**config.mk**
```make
export PLATFORM = sky130hd
export DESIGN_NAME = dcce_top
export DESIGN_NICKNAME = d
export VERILOG_FILES = /design/src/inc/dcce_pkg.sv /design/src/logic/dcce_top.sv
export SDC_FILE = /design/constraint.sdc
export NUM_CORES = 2
export LEC_CHECK = 0
export BUFFER_PORTS_ARGS = -buffer_cell sky130_fd_sc_hd__buf_2
export CAP_MARGIN = 20
export CORE_ASPECT_RATIO = 1.5
export CORE_MARGIN = 10
export CORE_UTILIZATION = 46
export DETAILED_ROUTE_END_ITERATION = 6
export PLACE_DENSITY_LB_ADDON = 0.08
export SLEW_MARGIN = 20
export SYNTH_ARGS = -nofsm -noshare
export SYNTH_HDL_FRONTEND = slang
export SYNTH_SLANG_ARGS = --single-unit
export TNS_END_PERCENT = 100
```
**constraint.sdc**
```tcl
create_clock -name sys_clk_i -period 25.5 [get_ports sys_clk_i]
set_input_delay 2.55 -clock sys_clk_i [delete_from_list [all_inputs] [get_ports sys_clk_i]]
set_output_delay 2.55 -clock sys_clk_i [all_outputs]
set_load 0.01 [all_outputs]
```
**src/inc/dcce_pkg.sv**
```systemverilog
// Package for the channel correction engine: register map, field
// layouts, reset values and the packed carriers shared with the top.
// Assumes a 32-bit Avalon-MM slave view with word-aligned registers.
package dcce_pkg;
  // --------------------------------------------------------------------
  // Geometry
  // --------------------------------------------------------------------
  localparam int unsigned NUM_CH        = 8;
  localparam int unsigned CH_W          = 3;
  localparam int unsigned CODE_W        = 12;
  localparam int unsigned GROUP_SIZE    = 4;
  localparam int unsigned ADDR_W        = 8;
  localparam int unsigned DATA_W        = 32;

  // --------------------------------------------------------------------
  // Register map (byte addresses); per-channel blocks stride 4 bytes
  // --------------------------------------------------------------------
  localparam logic [ADDR_W-1:0] CFG_OFS    = 8'h00;
  localparam logic [ADDR_W-1:0] STAT_OFS   = 8'h04;
  localparam logic [ADDR_W-1:0] INPUT_BASE = 8'h20;
  localparam logic [ADDR_W-1:0] GAIN_BASE  = 8'h40;
  localparam logic [ADDR_W-1:0] ZERO_BASE  = 8'h60;
  localparam logic [ADDR_W-1:0] OUT_BASE   = 8'h80;
  localparam logic [ADDR_W-1:0] BLK_MASK   = 8'he0;
  localparam int unsigned       CH_LSB     = 2;

  // Config / status fields
  localparam int unsigned CFG_CE_BIT     = 0;
  localparam int unsigned STAT_BUSY_BIT  = 0;
  localparam int unsigned STAT_PEND_LSB  = 8;

  // --------------------------------------------------------------------
  // Reset values and arithmetic constants
  // --------------------------------------------------------------------
  localparam logic [CODE_W-1:0] GAIN_RST   = 12'h800;
  localparam logic [CODE_W-1:0] ZERO_RST   = 12'h000;
  localparam logic [CODE_W-1:0] INPUT_RST  = 12'h000;
  localparam logic              CE_RST     = 1'b0;
  localparam logic [CODE_W:0]   GAIN_BIAS  = 13'h0800;
  localparam int unsigned       PROD_SHIFT = 12;
  localparam logic [DATA_W-1:0] UNMAPPED_RD = 32'h0000_0000;

  typedef logic [CODE_W-1:0] dcce_code_t;

  // Engine request carrier: one channel's operands
  typedef struct packed {
    logic [CH_W-1:0] ch;
    dcce_code_t      input_code;
    dcce_code_t      gain;
    dcce_code_t      zero;
  } dcce_req_s;

  // Converter latch feed
  typedef struct packed {
    logic [NUM_CH*CODE_W-1:0] codes;
    logic [1:0]               group_upd;
  } dcce_out_s;
endpackage : dcce_pkg

```
**src/logic/dcce_top.sv**
```systemverilog
// Channel correction engine: eight gain/zero calibration channels,
// one shared multiply-add engine, Avalon-MM register slave.
// Assumes one 200 MHz clock and an Avalon master that honours
// waitrequest; the converter latch sits outside and reads out_o.
//
// Notes on behaviour
// - Each channel owns separate gain and zero registers.
// - Enabled: result is input scaled by gain, plus zero, into output.
// - Enabled: writing input, gain or zero recomputes that channel automatically.
// - Effective multiplier spans one half to one and a half.
// - Zero correction spans -2048 to +2047 code steps.
// - One engine serves all eight channels, one at a time.
// - Correction-enable bit 0 disables the engine, 1 enables it.
// - Disabled: written input code copies unchanged to output.
// - Disabled: gain/zero writes store but never touch output.
// - Gain and zero read back exactly as written.
// - Latch code is 12-bit unsigned binary.
// - Channels 0-3 form group A, 4-7 form group B.
// - Result = (input*(gain+2048))/4096 + signed zero.
// - Reset: gain 2048, zero 0.
// - Gain unsigned, zero twos complement, whatever the data format.
`timescale 1ns/1ps
`default_nettype none

module dcce_top (
  input  wire logic                     sys_clk_i,
  input  wire logic                     reset_i,
  input  wire logic [dcce_pkg::ADDR_W-1:0] avs_address_i,
  input  wire logic                     avs_read_i,
  input  wire logic                     avs_write_i,
  input  wire logic [dcce_pkg::DATA_W-1:0] avs_writedata_i,
  input  wire logic [3:0]               avs_byteenable_i,
  output logic      [dcce_pkg::DATA_W-1:0] avs_readdata_o,
  output logic                          avs_waitrequest_o,
  output logic      [dcce_pkg::NUM_CH*dcce_pkg::CODE_W-1:0] out_o,
  output logic      [1:0]               group_upd_o,
  output logic                          busy_o
);
  import dcce_pkg::*;

  // --------------------------------------------------------------------
  // Storage
  // --------------------------------------------------------------------
  dcce_code_t        input_r [NUM_CH];
  dcce_code_t        gain_r  [NUM_CH];
  dcce_code_t        zero_r  [NUM_CH];
  dcce_code_t        out_r   [NUM_CH];
  logic              ce_r;
  logic [NUM_CH-1:0] pend_r;
  logic              eng_vld_r;
  dcce_req_s         eng_req_r;
  logic              ack_r;
  logic [DATA_W-1:0] rdata_r;
  dcce_out_s         lat_r;

  // --------------------------------------------------------------------
  // Decode
  // --------------------------------------------------------------------
  function automatic logic blk_hit(input logic [ADDR_W-1:0] a,
                                   input logic [ADDR_W-1:0] base);
    blk_hit = (a & BLK_MASK) == base;
  endfunction

  logic [CH_W-1:0] ch_idx;
  logic            req;
  logic            wr_go;
  logic            rd_go;
  logic            wr_in;
  logic            wr_gain;
  logic            wr_zero;
  logic            wr_cfg;
  assign ch_idx  = avs_address_i[CH_LSB +: CH_W];
  assign req     = avs_read_i | avs_write_i;
  // Every access waits exactly one cycle, then completes
  assign wr_go   = avs_write_i & ack_r;
  assign rd_go   = avs_read_i & ack_r;
  // Byte lanes 0 and 1 carry the 12-bit code; partial writes merge
  assign wr_in   = wr_go & blk_hit(avs_address_i, INPUT_BASE);
  assign wr_gain = wr_go & blk_hit(avs_address_i, GAIN_BASE);
  assign wr_zero = wr_go & blk_hit(avs_address_i, ZERO_BASE);
  assign wr_cfg  = wr_go & (avs_address_i == CFG_OFS) & avs_byteenable_i[0];

  function automatic dcce_code_t merge(input dcce_code_t old);
    merge[7:0]  = avs_byteenable_i[0] ? avs_writedata_i[7:0] : old[7:0];
    merge[11:8] = avs_byteenable_i[1] ? avs_writedata_i[11:8] : old[11:8];
  endfunction

  // --------------------------------------------------------------------
  // Bus handshake
  // --------------------------------------------------------------------
  // Waitrequest is always the inverse of ack_r; both registered, so every
  // access is a fixed two-cycle affair with no combinational bus path
  always_ff @(posedge sys_clk_i or posedge reset_i) begin
    if (reset_i) begin
      ack_r <= 1'b0;
    end else begin
      ack_r <= req & ~ack_r;
    end
  end

  always_ff @(posedge sys_clk_i or posedge reset_i) begin
    if (reset_i) begin
      avs_waitrequest_o <= 1'b1;
    end else begin
      // Waitrequest drops in the second cycle of a request
      avs_waitrequest_o <= ~(req & ~ack_r);
    end
  end

  // Read data registered in the first cycle, valid when waitrequest low
  // Reads have no side effects, so an abandoned read costs nothing
  always_ff @(posedge sys_clk_i or posedge reset_i) begin
    if (reset_i) begin
      rdata_r <= UNMAPPED_RD;
    end else if (avs_read_i & ~ack_r) begin
      rdata_r <= UNMAPPED_RD;
      if (avs_address_i == CFG_OFS) begin
        rdata_r[CFG_CE_BIT] <= ce_r;
      end else if (avs_address_i == STAT_OFS) begin
        rdata_r[STAT_BUSY_BIT] <= eng_vld_r | (|pend_r);
        rdata_r[STAT_PEND_LSB +: NUM_CH] <= pend_r;
      end else if (blk_hit(avs_address_i, INPUT_BASE)) begin
        rdata_r[CODE_W-1:0] <= input_r[ch_idx];
      end else if (blk_hit(avs_address_i, GAIN_BASE)) begin
        rdata_r[CODE_W-1:0] <= gain_r[ch_idx];
      end else if (blk_hit(avs_address_i, ZERO_BASE)) begin
        rdata_r[CODE_W-1:0] <= zero_r[ch_idx];
      end else if (blk_hit(avs_address_i, OUT_BASE)) begin
        rdata_r[CODE_W-1:0] <= out_r[ch_idx];
      end
    end
  end
  assign avs_readdata_o = rdata_r;

  // --------------------------------------------------------------------
  // Configuration
  // --------------------------------------------------------------------
  // Toggling the enable does not recompute; software rewrites a channel
  // to refresh its output under the new mode
  always_ff @(posedge sys_clk_i or posedge reset_i) begin
    if (reset_i) begin
      ce_r <= CE_RST;
    end else if (wr_cfg) begin
      ce_r <= avs_writedata_i[CFG_CE_BIT];
    end
  end

  // --------------------------------------------------------------------
  // Per-channel registers
  // --------------------------------------------------------------------
  genvar g;
  generate
    for (g = 0; g < NUM_CH; g++) begin : g_ch
      logic sel;
      assign sel = ch_idx == CH_W'(g);
      always_ff @(posedge sys_clk_i or posedge reset_i) begin
        if (reset_i) begin
          input_r[g] <= INPUT_RST;
          gain_r[g]  <= GAIN_RST;
          zero_r[g]  <= ZERO_RST;
        end else begin
          if (wr_in & sel)   input_r[g] <= merge(input_r[g]);
          // Stored as raw bits; no format conversion
          if (wr_gain & sel) gain_r[g]  <= merge(gain_r[g]);
          if (wr_zero & sel) zero_r[g]  <= merge(zero_r[g]);
        end
      end
    end
  endgenerate

  // --------------------------------------------------------------------
  // Request queue and arbiter
  // --------------------------------------------------------------------
  logic            pick_vld;
  logic [CH_W-1:0] pick_ch;
  always_comb begin
    pick_vld = 1'b0;
    pick_ch  = '0;
    // Lowest channel first; a pending bit is never dropped
    for (int i = NUM_CH - 1; i >= 0; i--) begin
      if (pend_r[i]) begin
        pick_vld = 1'b1;
        pick_ch  = CH_W'(i);
      end
    end
  end

  // Fixed priority is fair enough: the engine frees every two cycles,
  // as fast as the bus can queue a new request
  logic take;
  assign take = pick_vld & ~eng_vld_r;

  always_ff @(posedge sys_clk_i or posedge reset_i) begin
    if (reset_i) begin
      pend_r <= '0;
    end else begin
      for (int i = 0; i < NUM_CH; i++) begin
        // New request wins over the grant clearing the same bit
        if (ce_r & (wr_in | wr_gain | wr_zero) & (ch_idx == CH_W'(i))) begin
          pend_r[i] <= 1'b1;
        end else if (take & (pick_ch == CH_W'(i))) begin
          pend_r[i] <= 1'b0;
        end
      end
    end
  end

  // Operands captured at grant; a later write re-queues the channel
  always_ff @(posedge sys_clk_i or posedge reset_i) begin
    if (reset_i) begin
      eng_vld_r <= 1'b0;
      eng_req_r <= '0;
    end else begin
      eng_vld_r <= take;
      if (take) begin
        eng_req_r.ch         <= pick_ch;
        eng_req_r.input_code <= input_r[pick_ch];
        eng_req_r.gain       <= gain_r[pick_ch];
        eng_req_r.zero       <= zero_r[pick_ch];
      end
    end
  end

  // --------------------------------------------------------------------
  // Engine datapath
  // --------------------------------------------------------------------
  logic [CODE_W:0]      eff_gain;
  logic [2*CODE_W:0]    prod;
  logic signed [CODE_W+1:0] sum;
  dcce_code_t           result;
  // Gain 0..4095 maps to 2048..6143, i.e. x0.5..x1.5
  assign eff_gain = {1'b0, eng_req_r.gain} + GAIN_BIAS;
  assign prod     = (2*CODE_W+1)'(eng_req_r.input_code) *
                    (2*CODE_W+1)'(eff_gain);
  // Quotient keeps 13 bits: gains above unity can push it past 4095,
  // and dropping the top bit would wrap instead of clamping
  assign sum = $signed({1'b0, prod[PROD_SHIFT +: CODE_W+1]}) +
               $signed({{2{eng_req_r.zero[CODE_W-1]}},
                        eng_req_r.zero});
  always_comb begin
    if (sum < 0) result = '0;
    else if (sum[CODE_W]) result = '1;
    else result = sum[CODE_W-1:0];
  end

  // --------------------------------------------------------------------
  // Output data registers
  // --------------------------------------------------------------------
  // Engine result wins over a bypass copy to the same channel; the two
  // only meet when the enable drops with a request still in flight
  always_ff @(posedge sys_clk_i or posedge reset_i) begin
    if (reset_i) begin
      for (int i = 0; i < NUM_CH; i++) out_r[i] <= INPUT_RST;
    end else begin
      for (int i = 0; i < NUM_CH; i++) begin
        if (eng_vld_r & (eng_req_r.ch == CH_W'(i))) begin
          out_r[i] <= result;
        end else if (~ce_r & wr_in & (ch_idx == CH_W'(i))) begin
          out_r[i] <= merge(input_r[i]);
        end
      end
    end
  end

  // Latch copy trails the output register by one cycle; group flags
  // compare old and new, so an unchanged rewrite raises no flag
  always_ff @(posedge sys_clk_i or posedge reset_i) begin
    if (reset_i) begin
      lat_r <= '0;
    end else begin
      for (int i = 0; i < NUM_CH; i++) begin
        lat_r.codes[i*CODE_W +: CODE_W] <= out_r[i];
      end
      // Group flag pulses when any channel of the group changed
      for (int k = 0; k < 2; k++) begin
        lat_r.group_upd[k] <= 1'b0;
        for (int i = 0; i < GROUP_SIZE; i++) begin
          if (lat_r.codes[(k*GROUP_SIZE+i)*CODE_W +: CODE_W] !=
              out_r[k*GROUP_SIZE+i]) begin
            lat_r.group_upd[k] <= 1'b1;
          end
        end
      end
    end
  end

  always_ff @(posedge sys_clk_i or posedge reset_i) begin
    if (reset_i) begin
      busy_o <= 1'b0;
    end else begin
      busy_o <= take | (|pend_r) | eng_vld_r;
    end
  end

  assign out_o       = lat_r.codes;
  assign group_upd_o = lat_r.group_upd;

endmodule // dcce_top

`default_nettype wire

```
==> flow_summary.toml <==
[cts]
clock_latency_ns = 0.66
tritoncts = "done"
cts.path.max_buffers = 3
clk_pin_slew_worst_paths_ns = 0.06
cts_buffers = 55
clockRootBuffer = "clkbuf_16"
cts_resized = 0
clock_sinks = 550
cts_setup_buffers = 0
ctsHoldBuffers = 0
htree_levels = 2

[setup_path]
path_max_fanout = 13
reg2reg_depth = 25
crit_arrival_ns = 8.57
crit_family = "adder cells"
start_kind = "register"
path_class = "reg2reg"
r2r_start = "eng_req_r[15]"
max_stage_delay_ns = 0.92
worstPathRequired_ns = 26.02
cp_num_buf_inv = 4
ff2ff_setup_slack_ns = 17.45
worst_r2r_endpoint = "out_r[42]"
critPathCaptureType = "register"
crit_slowest_cell = "dfrtp_1"
timing.critical_path.mode_cell = "fa_1"

[finish]
nets = 3165
final_layout_size_suffix_gt1_share_pct = 25.5
multi_input_area_um2 = 17600
syn2layout_area_growth_pct = 9.95
regArea_um2 = 13800
final_area_um2 = 36000
n_fill_cell = 6276

[routing]
vias = 24369
drc_errors = 0
drtAntennaViolNets = 0
drt_iter0_markers = 2211
routed_wl_um = 113000
wl_per_cell_um = 29.1
routed_via_density = 6.26
dr.pass1.iters = 7

[die]
dieWidth_um = 238
start_util_pct = 46.5
die_y_um = 347
ios = 180
core_um2 = 70400
rows = 119
die_area_um2 = 82500

[synthesis]
synth_top_area_cell = "dfrtp_1"
synthTopCellsByCount = "541 x dfrtp_1, 324 x mux2_2, 155 x nand2_1, 143 x inv_1, 124 x clkbuf_1"
synthAdderAreaFrac_pct = 9.43
synth_edf_count = 0
synth_seq_cells = 550
yosysUniqueCellTypes = 76
ys_warn_count = 0
synthSimpleGateAreaFrac_pct = 10.1
yosys_most_used_dff = "dfrtp_1"
synth_xor_area_share_pct = 3.15
yosysSeqAreaShare_pct = 42.0
yosysMostFrequentCell = "dfrtp_1"
synthMuxAreaShare_pct = 20.0
yosys.area.top_type_share_pct = 41.3
synth.area.top_cells = "dfrtp_1 41%, mux2_2 11%, fa_1 6.7%"
synth_top_family_by_area = "multiplexers"
synth-compound-area-share_pct = 10.7
async_flop_share_pct = 100
syn_area_per_cell_um2 = 11.4
synth_area_um2 = 32800
syn_inst = 2877

[job]
cap_viol_max_count = 0

[global_route]
grtUsageMet3_pct = 4.40
globalRoute.busiestLayer = "met2"
use_met1_pct = 34.0
globalRouteOverflowTotal = 0
grt_pass1_wl_um = 168000
grt_max_degree = 169
antenna_found_initial = 2
grt_pass1_vias = 24940
grt_usage_pct = 27.3
met2_usage_pct = 44.5

[sta]
fmax_mhz = 124
clock_skew_ns = 0.0521
setup_violations = 0
min_period_ns = 8.05
fin_crit_sh_pct = 31.6
rsz0062_at_grt = "no"
hold_violations = 0
tns_ns = 0
slew_violations = 0
tightest_slew_ns = 1.18
fin_hold_ws_ns = 0.450
slew_headroom_pct = 21.1

[place]
place_congestion = 0.930
hpwl_um = 80500
placed_cell_area_um2 = 34100
io_buffers = 141

[hold_path]
hold_path_depth = 0
hold_class = "reg2reg"
hold_end = "out_o[66]"
hp-start = "out_r[30]"

[power]
leakagePower_uw = 0.0162
ir_worst_vdd_mv = 0.0926
p_per_area_nw_per_um2 = 78.0

[run_status]
outcome = "finished clean"
## how the worst max path moves through the flow
stage               slack [ns]  cells after the start         to     startpoint
finish                   17.45                     25  out_r[42]  eng_req_r[15]
global route             17.20                     25  out_r[42]  eng_req_r[15]
CTS                      17.47                     24  out_r[42]  eng_req_r[16]
detailed placement       17.51                     24  out_r[66]  eng_req_r[16]
global placement         17.65                     25  out_r[54]  eng_req_r[16]
floorplan                 7.59                      1      ack_r        reset_i
## layer usage
| metal | share of wire, % | vias to the layer above |
|---|---|---|
| met2 | 48 | 1092 |
| li1 | - | 10473 |
| met3 | 6.8 | 245 |
| met5 | 0.0062 | - |
| met4 | 6.2 | 2 |
| met1 | 39 | 12557 |
## power by group
group | leakage, µW | switching, µW | internal [µW]
logic | 0.00803 | 500 | 314
clock network | 0.000908 | 371 | 469
registers | 0.00730 | 176 | 981
## state kept, by name (all words and copies together) (netlist names)
| signal | count |
|---|---|
| busy_o | 1 |
| eng_vld_r | 1 |
| out_r | 96 |
| avs_readdata_o | 16 |
| input_r | 96 |
| gain_r | 96 |
| ce_r | 1 |
| avs_waitrequest_o | 1 |
| pend_r | 8 |
| out_o | 96 |
| zero_r | 96 |
| ack_r | 1 |
| group_upd_o | 2 |
| eng_req_r | 39 |
## layout by cell type, fill, tap and decap left out, drive strengths merged, types with 107 or more instances in the layout
master / synthesis / layout
dfrtp: 541 / 541
fa: 110 / 110
o21ai: 167 / 167
inv: 144 / 145
nand3: 111 / 111
o211ai: 121 / 121
nor2: 107 / 107
buf: 78 / 188
mux2: 342 / 342
nand2b: 113 / 113
nand2: 158 / 158
xnor2: 109 / 109
## cell families after synthesis
| group | after synthesis |
|---|---|
| AO/OA/AOI/OAI | 534 |
| XOR/XNOR | 118 |
| adder cells (fa/ha/maj) | 181 |
| buffers and inverters | 347 |
| flip-flops | 550 |
| multiplexers | 503 |
| other | 2 |
| AND/OR/NAND/NOR | 642 |
## cell type report
class	instances	area share, %
sequential	550	38.2
multi-input combinational	1996	48.9
antenna	1	0.00694
inverter	145	1.53
clock buffer	82	4.44
clock inverter	22	0.694
tap	907	3.15
timing repair buffer	188	3.05
## stage by stage
step / setup slack [ns] / util, % / cells / total power (µW)
global placement: 17.65 / 48.5 / 3783 / 1960
floorplan: 7.59 / - / 2893 / 1640
finish: 17.45 / 51.2 / 3891 / 2810
detailed placement: 17.51 / 48.5 / 3784 / 1980
global route: 17.20 / 51.2 / 3891 / 2950
CTS: 17.47 / 51.1 / 3888 / 2820
(Power assumes the default switching activity.)
